### src/verilog/pcl_pkg.sv
// Package for the peripheral configuration lock and device strap status block.
// Assumes one 125 MHz clock domain and a plain strobe register port.
package pcl_pkg;

   // Register byte addresses
   localparam logic [31:0] PCL_ADDR_PERIPH_CFG = 32'h01b3_f000;  // Guarded enable register
   localparam logic [31:0] PCL_ADDR_STRAP_STAT = 32'h01b3_f004;  // Read-only strap word
   localparam logic [31:0] PCL_ADDR_LOCK_KEY   = 32'h01b3_f018;  // Key write, lock read

   // Unlock key and lock reset value
   localparam logic [31:0] PCL_UNLOCK_KEY      = 32'h10c0_010c;
   localparam logic        PCL_LOCK_RESET      = 1'b1;

   // CPU cycles software waits after enabling a unit before touching it
   localparam int PCL_SETTLE_CYCLES = 128;

   // Enable register field positions
   localparam int PCL_VP2_EN_BIT   = 6;
   localparam int PCL_VP1_EN_BIT   = 5;
   localparam int PCL_TWI_EN_BIT   = 3;
   localparam int PCL_SER1_EN_BIT  = 2;
   localparam int PCL_SER0_EN_BIT  = 1;
   localparam int PCL_AUD_EN_BIT   = 0;

   // Enable register writable bits and reset value
   localparam logic [31:0] PCL_CFG_WR_MASK     = 32'h0000_006f;
   localparam logic [31:0] PCL_CFG_RESET       = 32'h0000_0006;

   // Strap status field positions
   localparam int PCL_NET_MAC_ENABLE_STATUS_BIT   = 11;
   localparam int PCL_HP_WIDTH_BIT = 10;
   localparam int PCL_CLK_MULT_HI  = 6;
   localparam int PCL_CLK_MULT_LO  = 5;
   localparam int PCL_BYTE_ORD_BIT = 4;
   localparam int PCL_BOOT_HI      = 3;
   localparam int PCL_BOOT_LO      = 2;
   localparam int PCL_EXCLK_HI     = 1;
   localparam int PCL_EXCLK_LO     = 0;

   // Strap status implemented bits and reset value (little-endian default)
   localparam logic [31:0] PCL_STAT_MASK       = 32'h0000_0c7f;
   localparam logic [31:0] PCL_STAT_RESET      = 32'h0000_0010;

   // Posted-write stage of the enable register
   typedef enum logic {
      PCL_IDLE = 1'b0,
      PCL_PEND = 1'b1
   } pcl_wr_state_t;

endpackage

### src/verilog/pcl_cfg_lock.sv
// Peripheral enable register with key lock, plus read-only device strap status.
// Assumes a single-cycle strobe register master on mclk and strap pins from outside.
//
// Overview of operation
// - Lock read: status bit 0, upper bits zero
// - Resets locked; locked writes leave enables unchanged
// - Enable register reads ignore the lock
// - Full 32-bit key clears the lock
// - Every enable register write relocks
// - Read after write returns the applied value
// - Strap status read-only, reserved bits zero
// - Bit 11: network MAC enable strap
// - Bit 10: host port width strap
// - Bits 6:5: CPU clock multiplier strap
// - Bit 4: byte order, little-endian default
// - Bits 3:2: boot mode strap
// - Bits 1:0: external memory clock source
// - Strap pins latched only at reset
// - Enables change only by writes taken while unlocked
// - Enable bits include video ports 6, 5
//
// Behaviour in brief
// Enable writes are posted: taken on one edge, applied on the next.
// A read right behind a write is answered from the posted value,
// so a read-back always shows what the outputs are about to take.
// This stands in for the read stall; the bus itself never waits.
// Every enable write relocks, accepted or dropped alike, so one
// stray write can never leave the register open for a second.
// Only the whole 32-bit key unlocks; any other value is ignored.
// Lock set and lock clear sit at different addresses: no collision.
// Reserved enable bits and reserved strap bits read zero.
// Writes to the strap word and to unmapped addresses are ignored.
// Read data stand one cycle only and are zero at all other times.
//
// Strap capture
// Pins pass two flops while reset is held, then are captured once,
// on the first edge after release; later changes wait for a reset.
// Hold reset at least two edges so the synchroniser is full.
// A strap read in the first cycle after release sees the default.
//
// Limits
// Software keeps the settle time after enabling a unit, and keeps
// off units that are disabled; neither is enforced by this block.
`timescale 1ns/10ps
`default_nettype none
module pcl_cfg_lock (
   input  wire  logic        mclk,
   input  wire  logic        srst,
   // Register port
   input  wire  logic [31:0] reg_addr,
   input  wire  logic [31:0] reg_wdata,
   input  wire  logic        reg_wr,
   input  wire  logic        reg_rd,
   output logic        [31:0] reg_rdata,
   // Strap pins, asynchronous to mclk
   input  wire  logic        net_mac_enable_pin,
   input  wire  logic        host_port_width_pin,
   input  wire  logic        cpu_clk_mult_hi_pin,
   input  wire  logic        cpu_clk_mult_lo_pin,
   input  wire  logic        byte_order_pin,
   input  wire  logic        boot_select_hi_pin,
   input  wire  logic        boot_select_lo_pin,
   input  wire  logic        extmem_clk_src_hi_pin,
   input  wire  logic        extmem_clk_src_lo_pin,
   // Peripheral enables
   output logic              video_port2_enable,
   output logic              video_port1_enable,
   output logic              two_wire_ctrl_enable,
   output logic              unused_serial1_enable,
   output logic              buffered_serial_enable,
   output logic              audio_serial_enable,
   // Lock state and strap capture done
   output logic              lock_status,
   output logic              strap_valid
);
   import pcl_pkg::*;

   // All state of the block
   typedef struct packed {
      pcl_wr_state_t wstate;    // Posted write pending or not
      logic [31:0]   pend_data; // Masked value waiting to be applied
      logic [31:0]   cfg;       // Applied enable register
      logic          lock;      // Lock status
      logic [31:0]   rdata;     // Read data for the cycle after a read
   } pcl_state_t;

   pcl_state_t  st;          // Current state
   pcl_state_t  next_st;     // Next state
   logic [31:0] strap_word;  // Latched strap status word
   logic [31:0] cfg_view;    // Enable register as software sees it

   // Full-word address match
   // Aliases are not decoded; partial matches read zero
   function automatic logic pcl_hit(input logic [31:0] addr, input logic [31:0] off);
      return addr == off;
   endfunction

   // Decoded strobes
   // The master never raises both strobes in one cycle
   logic wr_cfg;   // Write to the enable register
   logic wr_lock;  // Write to the lock register
   logic rd_cfg;   // Read of the enable register
   logic rd_stat;  // Read of the strap status
   logic rd_lock;  // Read of the lock register

   assign wr_cfg  = reg_wr && pcl_hit(reg_addr, PCL_ADDR_PERIPH_CFG);
   assign wr_lock = reg_wr && pcl_hit(reg_addr, PCL_ADDR_LOCK_KEY);
   assign rd_cfg  = reg_rd && pcl_hit(reg_addr, PCL_ADDR_PERIPH_CFG);
   assign rd_stat = reg_rd && pcl_hit(reg_addr, PCL_ADDR_STRAP_STAT);
   assign rd_lock = reg_rd && pcl_hit(reg_addr, PCL_ADDR_LOCK_KEY);

   // Strap synchroniser and reset-time latch
   // Straps reach the status word only through this latch
   pcl_strap_latch u_strap (
      .mclk        (mclk),
      .srst        (srst),
      .strap_pins  ({net_mac_enable_pin, host_port_width_pin,
                     cpu_clk_mult_hi_pin, cpu_clk_mult_lo_pin, byte_order_pin,
                     boot_select_hi_pin, boot_select_lo_pin,
                     extmem_clk_src_hi_pin, extmem_clk_src_lo_pin}),
      .strap_word  (strap_word),
      .strap_valid (strap_valid)
   );

   // A posted value is forwarded so a read right behind the write sees it
   always_comb begin
      // Pending value wins while it waits to land
      unique case (st.wstate)
         PCL_IDLE: cfg_view = st.cfg;
         PCL_PEND: cfg_view = st.pend_data;
      endcase
   end

   // Next-state logic for lock, enable register and read data
   always_comb begin
      next_st = st;
      // Posted write lands one edge after it was taken
      unique case (st.wstate)
         PCL_IDLE: begin
            // Nothing waiting to land
            next_st.wstate = PCL_IDLE;
         end
         PCL_PEND: begin
            // Apply the posted value now
            next_st.cfg    = st.pend_data;
            next_st.wstate = PCL_IDLE;
         end
      endcase
      // Lock register write: only the exact key unlocks
      if (wr_lock) begin
         if (reg_wdata == PCL_UNLOCK_KEY) begin
            // Full key matched
            next_st.lock = 1'b0;
         end else begin
            // Any other value: lock kept as it was
            next_st.lock = st.lock;
         end
      end
      // Enable register write: accepted only while unlocked, always relocks
      if (wr_cfg) begin
         if (!st.lock) begin
            // Unlocked: post the masked value
            next_st.pend_data = reg_wdata & PCL_CFG_WR_MASK;
            next_st.wstate    = PCL_PEND;
         end
         // Accepted or dropped, the write closes the lock
         next_st.lock = 1'b1;
      end
      // Read data stand only in the cycle after the read strobe
      if (rd_cfg) begin
         // Enable register, posted value forwarded
         next_st.rdata = cfg_view;
      end else if (rd_stat) begin
         // Strap word, reserved bits forced low
         next_st.rdata = strap_word & PCL_STAT_MASK;
      end else if (rd_lock) begin
         // Lock status in bit 0 only
         next_st.rdata = {31'h0000_0000, st.lock};
      end else begin
         // No read or unmapped: bus reads zero
         next_st.rdata = 32'h0000_0000;
      end
      // Synchronous reset: locked, enable defaults, no pending write
      if (srst) begin
         // A pending write is lost with the reset
         next_st.wstate    = PCL_IDLE;
         next_st.pend_data = 32'h0000_0000;
         next_st.cfg       = PCL_CFG_RESET;
         next_st.lock      = PCL_LOCK_RESET;
         next_st.rdata     = 32'h0000_0000;
      end
   end

   // State register
   // Runs every edge; reset is a branch of the next-state logic
   always_ff @(posedge mclk) begin
      st <= next_st;
   end

   // Outputs straight from flops
   // Enables follow the applied register, never the posted value
   assign reg_rdata              = st.rdata;
   assign lock_status            = st.lock;
   assign video_port2_enable     = st.cfg[PCL_VP2_EN_BIT];
   assign video_port1_enable     = st.cfg[PCL_VP1_EN_BIT];
   assign two_wire_ctrl_enable   = st.cfg[PCL_TWI_EN_BIT];
   assign unused_serial1_enable  = st.cfg[PCL_SER1_EN_BIT];
   assign buffered_serial_enable = st.cfg[PCL_SER0_EN_BIT];
   assign audio_serial_enable    = st.cfg[PCL_AUD_EN_BIT];
endmodule
`default_nettype wire

### src/verilog/pcl_strap_latch.sv
// Strap capture: synchronises the strap pins and latches them once after reset.
// Assumes pins are steady while srst is high and for two edges after its release.
`timescale 1ns/10ps
`default_nettype none
module pcl_strap_latch (
   input  wire  logic        mclk,
   input  wire  logic        srst,
   input  wire  logic [8:0]  strap_pins,
   output logic        [31:0] strap_word,
   output logic              strap_valid
);
   import pcl_pkg::*;

   // All state of the latch
   typedef struct packed {
      logic [8:0]  sync1;   // First synchroniser stage
      logic [8:0]  sync2;   // Second synchroniser stage
      logic [31:0] word;    // Latched strap word
      logic        valid;   // Capture done
   } pcl_strap_st_t;

   pcl_strap_st_t st;
   pcl_strap_st_t next_st;

   // Maps the synchronised pins into the status word layout
   function automatic logic [31:0] pcl_place(input logic [8:0] p);
      logic [31:0] w;
      w = 32'h0000_0000;
      w[PCL_NET_MAC_ENABLE_STATUS_BIT]   = p[8];
      w[PCL_HP_WIDTH_BIT] = p[7];
      w[PCL_CLK_MULT_HI]  = p[6];
      w[PCL_CLK_MULT_LO]  = p[5];
      w[PCL_BYTE_ORD_BIT] = p[4];
      w[PCL_BOOT_HI]      = p[3];
      w[PCL_BOOT_LO]      = p[2];
      w[PCL_EXCLK_HI]     = p[1];
      w[PCL_EXCLK_LO]     = p[0];
      return w & PCL_STAT_MASK;
   endfunction

   // Next state: synchroniser always runs, capture happens once after reset
   always_comb begin
      next_st       = st;
      next_st.sync1 = strap_pins;
      next_st.sync2 = st.sync1;
      if (srst) begin
         next_st.word  = PCL_STAT_RESET;
         next_st.valid = 1'b0;
      end else if (!st.valid) begin
         // Latched once; later pin changes are ignored
         next_st.word  = pcl_place(st.sync2);
         next_st.valid = 1'b1;
      end
   end

   // State register
   always_ff @(posedge mclk) begin
      st <= next_st;
   end

   assign strap_word  = st.word;
   assign strap_valid = st.valid;
endmodule
`default_nettype wire

### config.mk
export PLATFORM = sky130hd
export DESIGN_NAME = pcl_cfg_lock
export DESIGN_NICKNAME = d
export VERILOG_FILES = /design/src/verilog/pcl_pkg.sv /design/src/verilog/pcl_cfg_lock.sv /design/src/verilog/pcl_strap_latch.sv
export SDC_FILE = /design/constraint.sdc
export NUM_CORES = 1
export LEC_CHECK = 0
export BUFFER_PORTS_ARGS = -buffer_cell sky130_fd_sc_hd__buf_2
export CORE_MARGIN = 2
export CORE_UTILIZATION = 43
export DETAILED_ROUTE_END_ITERATION = 6
export PLACE_DENSITY = 0.9
export SYNTH_ARGS = -nofsm -noshare
export SYNTH_HDL_FRONTEND = slang
export SYNTH_SLANG_ARGS = --single-unit
### constraint.sdc
create_clock -name mclk -period 1.7 [get_ports mclk]
set_input_delay 0.085 -clock mclk [delete_from_list [all_inputs] [get_ports mclk]]
set_output_delay 0.085 -clock mclk [all_outputs]
set_load 0.02 [all_outputs]
==> flow_metrics.py, run 1 <==
metrics = {
    "power": {
        "power_leakage_uw": 0.00121,
        "ir_drop_uv": 568,
        "p_per_area_nw_per_um2": 881,
    },
    "die": {
        "core.rowCount": 24,
        "die_w_um": 72.1,
        "ios": 117,
        "core_area_um2": 4410,
        "die_h_um": 72.1,
        "dieArea_um2": 5200,
        "start_util": 0.452,
    },
    "worst_setup_path": {
        "critPathArrivalTime_ns": 1.70,
        "crit_family": "simple AND/OR/NAND/NOR gates",
        "required_ns": 1.88,
        "crit_chain": "or2b_2 > nor4_4 > buf_4 > mux2i_1 > nor2_1",
        "endpoint_kind": "flip-flop",
        "start_kind": "flip-flop",
        "rrSetupSlack_ns": 0.19,
        "worst_path_max_delay_cell": "dfxtp_1",
        "crit_path_max_fanout": 6,
        "max_stage_delay_ns": 0.34,
        "crit_type": "flip-flop to flip-flop",
        "worst-path-buf-inv": 1,
    },
    "clocking": {
        "cts_tree": "yes",
        "clkSinkCount": 51,
        "post_cts_buffers": 0,
        "cts_buffer_depth": 2,
        "clkSlewWorstSetupHoldPaths_ns": 0.08,
        "cts_buffers": 5,
        "post_cts_resized": 0,
        "h-tree-depth": 2,
        "worstSkewPairLatency_ns": 0.29,
        "cts_hold_buffers": 9,
        "clock_tree.root_cell": "clkbuf_8",
    },
    "global_routing": {
        "grt_remaining_overflow": 0,
        "grt_max_degree": 23,
        "first_global_vias": 1500,
        "antenna_found_initial": 0,
        "grt_pass1_wl_um": 6570,
        "grtUsageTotal": 0.161,
    },
    "finish": {
        "multi_input_area_um2": 792,
        "layout.nets": 361,
        "seqCellArea_um2": 1020,
        "stdcell_count": 337,
        "fill_cells": 404,
        "n_antenna_cell": 0,
        "area_delta_synth_final_pct": 29.3,
        "drive_above_1_share": 0.389,
    },
    "timing": {
        "worst_slew_pin_slew_ns": 0.531,
        "hold_viol_final": 0,
        "clock_skew_ns": 0.00420,
        "fin_crit_sh": 0.890,
        "rsz0062_at_grt": "no",
        "slew_headroom": 0.645,
        "max_freq_mhz": 661,
        "drv_slew": 0,
        "setup_viol": 0,
        "min_period_ns": 1.51,
        "setup_tns_ns": 0,
    },
    "yosys": {
        "synthTopCellsByCount": "dfxtp_1 (51), buf_4 (32), mux2i_1 (21)",
        "synth_warnings": 0,
        "yosysMostFrequentCell": "dfxtp_1",
        "synthCells": 186,
        "syn_area_um2": 1990,
        "synth.distinct_cells": 32,
        "synth-edff-count": 0,
        "async_flop_share": 0,
        "yosys_register_bits": 51,
        "netlist.area_leader.share": 0.512,
        "ys_seq_area_frac": 0.512,
        "avgSynthCellArea_um2": 10.7,
        "synth_ff_type": "dfxtp_1",
        "yosysTopAreaCell": "dfxtp_1",
        "synthTopCellsByArea": "dfxtp_1 (51%), buf_4 (12%), mux2i_1 (11%), nor2_1 (3.6%), nor4b_1 (1.8%)",
    },
    "route": {
        "route.detailed.drc": 0,
        "vias": 1524,
        "viasPerCell": 4.52,
        "wl_per_cell_um": 12.1,
        "dr.first_iter.drc_count": 67,
        "routed_wl_um": 4080,
        "drt-pass1-iter-count": 4,
        "antenna_left": 0,
    },
    "placed_design": {
        "port_buffers": 93,
        "gp_congestion": 0.808,
        "hpwl_um": 3320,
        "placed_cells": 320,
    },
    "outcome": {
        "status": "completed",
    },
    "worst_hold_path": {
        "hp-class": "primary input to flip-flop",
    },
    "flow_run": {
        "max_cap_violations": 0,
    },
}
==> kinds of logic after synthesis <==
logic type | synth area share
AND/OR/NAND/NOR | 0.218
flip-flops | 0.512
buffers and inverters | 0.132
multiplexers | 0.105
other | 0.00188
AO/OA/AOI/OAI | 0.0308
==> cells in the final DEF (no fill, tap or decap), types with 2 or more instances in the layout <==
master	synthesis	final
a211oi_1	2	2
a21oi_1	2	2
a22o_1	3	3
and2_1	5	5
and4b_1	3	3
buf_2	0	93
buf_4	32	3
clkbuf_8	0	5
conb_1	1	23
dfxtp_1	51	51
dlygate4sd3_1	0	9
inv_1	2	2
mux2i_1	21	21
nand2_1	7	7
nand2b_1	2	2
nand3_1	2	2
nand4_1	3	3
nor2_1	19	19
nor3_1	4	4
nor4_1	5	5
nor4_2	2	2
nor4b_1	4	4
o21ai_0	2	2
==> registers in the layout (all words and copies together) (netlist names) <==
| name | flops |
|---|---|
| u_strap.strap_valid | 1 |
| st | 7 |
| lock_status | 1 |
| u_strap.strap_word | 9 |
| reg_rdata | 9 |
| audio_serial_enable | 1 |
| video_port2_enable | 1 |
| video_port1_enable | 1 |
| two_wire_ctrl_enable | 1 |
| u_strap.st | 9 |
| unused_serial1_enable | 1 |
| buffered_serial_enable | 1 |
| u_strap.next_st | 9 |
==> worst paths after layout <==
check             depth (start not counted)                 from             end
setup / recovery                          5          lock_status          st[65]
hold / removal                            3         reg_wdata[3]          st[68]
setup reg to reg                          5          lock_status          st[65]
hold reg to reg                           0  u_strap.next_st[33]  u_strap.st[33]
==> layout make-up <==
class                   instances  share of cell area
clock buffers                   5              0.0267
clock inverters                 3              0.0170
inverters                       2             0.00291
multi-input cells             119               0.307
flip-flops and latches         51               0.396
well taps                      52              0.0253
repair buffers                105               0.224
==> layer usage <==
| layer | track usage | part of all wire | vias to the layer above |
|---|---|---|---|
| li1 | - | - | 782 |
| met1 | 0.188 | 0.43 | 684 |
| met2 | 0.281 | 0.50 | 54 |
| met3 | 0.0472 | 0.066 | 4 |
| met4 | 0.0524 | 0.0076 | 0 |
| met5 | 0 | 0 | - |
==> through the flow <==
step,util,worst slack [ns],power [uW],hold slack (ns),instance area [um2]
floorplan,-,0.0995,1400,0.113,2080
global placement,0.538,0.162,1470,0.187,2370
detailed placement,0.538,0.0754,1470,0.189,2370
CTS,0.584,0.180,2290,0.0430,2580
global route,0.584,0.0944,2360,0.0619,2580
finish,0.584,0.186,2270,0.0461,2580
==> where the power goes <==
| group | total, uW | switching, uW | internal, uW |
|---|---|---|---|
| sequential | 1250 | 16.0 | 1230 |
| clock | 809 | 372 | 438 |
| combinational | 213 | 108 | 105 |
==> tightest hold or removal path: stages <==
cell and delay (ns):
buf_2 0.08, mux2i_1 0.06, nor2_1 0.08
(Power assumes the default switching activity.)
==> run 2, diff against run 1 <==
--- a/config.mk
+++ b/config.mk
@@ -5,7 +5,8 @@
 export SDC_FILE = /design/constraint.sdc
 export NUM_CORES = 1
 export LEC_CHECK = 0
-export BUFFER_PORTS_ARGS = -buffer_cell sky130_fd_sc_hd__buf_2
+export BUFFER_PORTS_ARGS = -buffer_cell sky130_fd_sc_hd__buf_4
+export CORE_ASPECT_RATIO = 0.9
 export CORE_MARGIN = 2
 export CORE_UTILIZATION = 43
 export DETAILED_ROUTE_END_ITERATION = 6
==> run 2 against run 1 <==
Sequential share of layout area decreased by 3.4 points. Critical path depth stayed put. Routed wire length is 9.4% higher. Clock-buffer cell count did not move. Worst hold slack better by 0.0049 ns. Non-clock buffer count unchanged. Global-route usage is 1.7 points higher.
==> flow_metrics.py, run 2 (synthesis results as in run 1) <==
metrics = {
    "worst_setup_path": {
        "rrSetupSlack_ns": 0.14,
        "crit_chain": "or2b_2 > nor4_4 > buf_4 > mux2i_1 > nor2_1",
        "crit_family": "simple AND/OR/NAND/NOR gates",
        "reg2reg_from": "lock_status",
        "endpoint_kind": "flip-flop",
        "path_depth": 5,
        "crit_path_max_fanout": 6,
        "critPathArrivalTime_ns": 1.73,
        "crit_end": "st[66]",
        "reg2reg_depth": 5,
        "worst_path_max_delay_cell": "dfxtp_1",
        "max_stage_delay_ns": 0.36,
        "required_ns": 1.87,
        "crit_type": "flip-flop to flip-flop",
        "rr_endpoint": "st[66]",
        "worst-path-buf-inv": 1,
        "cp-startpoint": "lock_status",
        "start_kind": "flip-flop",
    },
    "timing": {
        "fin_crit_sh": 0.917,
        "hold_viol_final": 0,
        "setup_tns_ns": 0,
        "min_period_ns": 1.56,
        "worst_slew_pin_slew_ns": 0.534,
        "max_freq_mhz": 641,
        "rsz0062_at_grt": "no",
        "slew_headroom": 0.639,
        "clock_skew_ns": 0.00301,
        "setup_viol": 0,
        "drv_slew": 0,
    },
    "route": {
        "vias": 1562,
        "viasPerCell": 4.51,
        "dr.first_iter.drc_count": 71,
        "drt-pass1-iter-count": 4,
        "routed_wl_um": 4460,
        "wl_per_cell_um": 12.9,
        "antenna_left": 0,
        "route.detailed.drc": 0,
    },
    "placed_design": {
        "port_buffers": 93,
        "hpwl_um": 3600,
        "gp_congestion": 0.818,
    },
    "clocking": {
        "clkSlewWorstSetupHoldPaths_ns": 0.08,
        "worstSkewPairLatency_ns": 0.29,
        "cts_tree": "yes",
        "post_cts_buffers": 0,
        "h-tree-depth": 2,
        "clkSinkCount": 51,
        "cts_buffer_depth": 2,
        "clock_tree.root_cell": "clkbuf_8",
        "cts_buffers": 5,
    },
    "finish": {
        "most-common-layout-cells": "buf_4 (96), dfxtp_1 (51), conb_1 (23), mux2i_1 (21), nor2_1 (19)",
        "area_delta_synth_final_pct": 41.2,
        "layout.nets": 361,
        "seqCellArea_um2": 1020,
        "drive_above_1_share": 0.387,
        "fill_cells": 368,
        "layout_commonest_cell": "buf_4",
        "n_antenna_cell": 0,
        "multi_input_area_um2": 792,
    },
    "die": {
        "ios": 117,
        "die_h_um": 68.6,
        "core_area_um2": 4460,
        "dieArea_um2": 5200,
        "core.rowCount": 23,
        "start_util": 0.447,
        "die_w_um": 75.8,
    },
    "global_routing": {
        "grt_remaining_overflow": 0,
        "grt_max_degree": 23,
        "grtUsageTotal": 0.177,
        "antenna_found_initial": 0,
        "grt_pass1_wl_um": 6780,
        "first_global_vias": 1540,
    },
    "flow_run": {
        "max_cap_violations": 0,
    },
    "power": {
        "power_frac_clock": 0.339,
        "combPwrFrac": 0.117,
        "ir_drop_uv": 702,
        "p_int_uw": 1810,
        "p_sw_uw": 477,
        "power_leakage_uw": 0.00128,
        "fin_total_pwr_uw": 2290,
        "power_frac_seq": 0.544,
        "switching_share": 0.208,
        "p_per_area_nw_per_um2": 814,
    },
    "worst_hold_path": {
        "hp-class": "primary input to flip-flop",
    },
    "outcome": {
        "status": "completed",
    },
}
## run 2: cell count changes in the layout (fill, tap and decap cells not counted), sizes merged
cell	change
clkinvlp	+1
clkinv	-2
## run 2: layout make-up
| cell class | count | area share |
|---|---|---|
| Inverter | 2 | 0.00267 |
| Clock buffer | 5 | 0.0244 |
| Timing Repair Buffer | 105 | 0.288 |
| Clock inverter | 2 | 0.0133 |
| Multi-Input combinational cell | 119 | 0.281 |
| Sequential cell | 51 | 0.363 |
| Tap cell | 62 | 0.0276 |
## run 2: worst min-delay path: stages
cell	delay, ns
buf_4	0.09
mux2i_1	0.06
nor2_1	0.08
## run 2: how the worst min path moves through the flow
| stage | end | cells after the start | from | slack (ns) |
|---|---|---|---|---|
| finish | st[67] | 3 | reg_wdata[2] | 0.05 |
| floorplan | u_strap.next_st[33] | 0 | extmem_clk_src_lo_pin | 0.11 |
| detailed placement | u_strap.next_st[35] | 1 | boot_select_lo_pin | 0.19 |
| global placement | u_strap.next_st[36] | 1 | boot_select_hi_pin | 0.19 |
| CTS | st[65] | 3 | reg_wdata[0] | 0.05 |
| global route | st[65] | 3 | reg_wdata[0] | 0.05 |
## run 2: what timing repair did
action | in CTS | in global routing
hold buffers | 9 | 0
resized for setup | 0 | 0
hold endpoints to repair | 9 | 0
## run 2: through the flow
stage | hold slack, ns | area, um2 | instances | util | worst slack (ns)
final | 0.0510 | 2820 | 346 | 0.631 | 0.141
after global routing | 0.0494 | 2820 | 346 | 0.631 | 0.0615
after CTS | 0.0475 | 2820 | 346 | 0.631 | 0.146
after detailed placement | 0.191 | 2620 | 330 | 0.587 | 0.0739
after global placement | 0.190 | 2620 | 330 | 0.587 | 0.153
after floorplan | 0.113 | 2080 | 208 | - | 0.0995
## run 2: power groups by stage
stage / Sequential, uW / Combinational, uW / Clock (uW)
finish: 1250 / 267 / 777
global placement: 1270 / 242 / 0
floorplan: 1270 / 136 / 0
global route: 1250 / 290 / 847
CTS: 1250 / 266 / 801
detailed placement: 1280 / 249 / 0
## run 2: per-layer routing
layer	up-vias	routed length, um	global-route usage
met1	708	1790	0.206
met2	59	2290	0.301
met4	0	95	0.0614
met3	10	281	0.0654
li1	785	-	-
met5	-	0	0
==> run 3, diff against run 2 <==
--- a/config.mk
+++ b/config.mk
@@ -6,7 +6,6 @@
 export NUM_CORES = 1
 export LEC_CHECK = 0
 export BUFFER_PORTS_ARGS = -buffer_cell sky130_fd_sc_hd__buf_4
-export CORE_ASPECT_RATIO = 0.9
 export CORE_MARGIN = 2
 export CORE_UTILIZATION = 43
 export DETAILED_ROUTE_END_ITERATION = 6
==> run 3 against run 2 <==
Register-to-register slack improved by 0.02 ns. Die area barely moved. Clock-buffer cell count did not move. Utilization rose by 0.35 points. Via count fell by 2.3%. Worst hold slack got worse by 0.015 ns. Fmax rose by 1.1%. First-iteration DRC count rose by 13%. Total power rose by 1.2%. Critical endpoint is now st[65]. Highest routed layer unchanged.
==> flow_metrics.py, run 3 (synthesis results as in run 1) <==
metrics = {
    "worst_setup_path": {
        "required_ns": 1.89,
        "crit_path_max_fanout": 6,
        "endpoint_kind": "flip-flop",
        "start_kind": "flip-flop",
        "reg2reg_from": "lock_status",
        "critPathArrivalTime_ns": 1.73,
        "rrSetupSlack_ns": 0.16,
        "rr_endpoint": "st[65]",
        "reg2reg_depth": 5,
        "crit_type": "flip-flop to flip-flop",
    },
    "placed_design": {
        "hpwl_um": 3380,
        "port_buffers": 93,
        "gp_congestion": 0.772,
        "place_ws_ns": 0.0427,
    },
    "worst_hold_path": {
        "holdPathEnd": "st[66]",
        "hold_depth": 3,
        "hp-class": "primary input to flip-flop",
        "hold_start": "reg_wdata[1]",
    },
    "die": {
        "start_util": 0.452,
        "core.rowCount": 24,
        "core_area_um2": 4410,
        "ios": 117,
        "die_h_um": 72.1,
        "die_w_um": 72.1,
        "dieArea_um2": 5200,
    },
    "clocking": {
        "clkSinkCount": 51,
        "cts_buffer_depth": 2,
        "cts_buffers": 5,
        "clkSlewWorstSetupHoldPaths_ns": 0.09,
        "cts_tree": "yes",
        "h-tree-depth": 2,
        "clock_tree.root_cell": "clkbuf_8",
        "worstSkewPairLatency_ns": 0.29,
    },
    "timing": {
        "clock_skew_ns": 0.00478,
        "setup_viol": 0,
        "slew_headroom": 0.656,
        "setup_slack_ns": 0.158,
        "setup_tns_ns": 0,
        "hold_viol_final": 0,
        "drv_slew": 0,
        "fin_crit_sh": 0.907,
        "max_freq_mhz": 649,
        "rsz0062_at_grt": "no",
        "worst_slew_pin_slew_ns": 0.516,
        "min_period_ns": 1.54,
    },
    "route": {
        "dr.first_iter.drc_count": 80,
        "route.detailed.drc": 0,
        "wl_per_cell_um": 12.2,
        "vias": 1526,
        "antenna_left": 0,
        "drt-pass1-iter-count": 4,
        "routed_wl_um": 4110,
        "viasPerCell": 4.54,
    },
    "outcome": {
        "status": "completed",
    },
    "global_routing": {
        "grt_max_degree": 24,
        "first_global_vias": 1471,
        "antenna_found_initial": 0,
        "grt_remaining_overflow": 0,
        "grtUsageTotal": 0.157,
        "grt_pass1_wl_um": 6340,
    },
    "finish": {
        "most-common-layout-cells": "buf_4 (95), dfxtp_1 (51), conb_1 (23), mux2i_1 (21), nor2_1 (19)",
        "n_antenna_cell": 0,
        "layout.nets": 360,
        "layout_commonest_cell": "buf_4",
        "area_delta_synth_final_pct": 40.6,
        "drive_above_1_share": 0.387,
    },
    "power": {
        "power_leakage_uw": 0.00128,
        "fin_total_pwr_uw": 2320,
        "p_per_area_nw_per_um2": 828,
        "ir_drop_uv": 668,
    },
    "flow_run": {
        "max_cap_violations": 0,
    },
}
-- run 3: worst max-delay path by stage --
| stage | startpoint | endpoint | slack, ns | cells past startpoint |
|---|---|---|---|---|
| finish | lock_status | st[65] | 0.16 | 5 |
| global route | lock_status | st[65] | 0.04 | 5 |
| CTS | lock_status | st[68] | 0.16 | 5 |
| detailed placement | reg_addr[9] | st[70] | 0.04 | 7 |
| global placement | reg_addr[19] | st[67] | 0.14 | 7 |
| floorplan | lock_status | st[65] | 0.1 | 4 |
-- run 3: metal layers --
metal	up-vias	track usage	share of wire
met5	-	0	0
met3	12	0.0431	0.067
met1	672	0.183	0.41
met4	0	0.0650	0.020
met2	59	0.272	0.50
li1	783	-	-
-- run 3: worst max-delay path: stages, from the launching register on --
cell and delay (ns):
dfxtp_1 0.34, or2b_2 0.33, nor4_4 0.27, buf_4 0.21, mux2i_1 0.22, nor2_1 0.06
-- run 3: layout make-up --
type,count,area [um2]
well taps,52,65.1
fillers,371,1610
repair buffers,104,803
multi-input cells,119,792
clock buffers,5,68.8
clock inverters,3,43.8
flip-flops and latches,51,1020
inverters,2,7.51
-- run 3: repair_timing --
action                                 CTS  global route
endpoints found under the hold margin    9             0
hold buffers                             9             0
setup endpoints to repair                0             0
resized for setup                        0             0
setup buffers                            0             0
-- run 3: power breakdown --
part | total [uW] | switching (uW) | internal (uW)
sequential | 1250 | 15.9 | 1230
combinational | 261 | 109 | 153
clock | 811 | 373 | 438
-- run 3: through the flow --
step,util,instances,hold slack (ns),area [um2]
final,0.635,336,0.0360,2800
after global routing,0.635,336,0.0340,2800
after CTS,0.635,336,0.0300,2800
after detailed placement,0.589,319,0.191,2600
after global placement,0.589,319,0.189,2600
after floorplan,-,208,0.113,2080
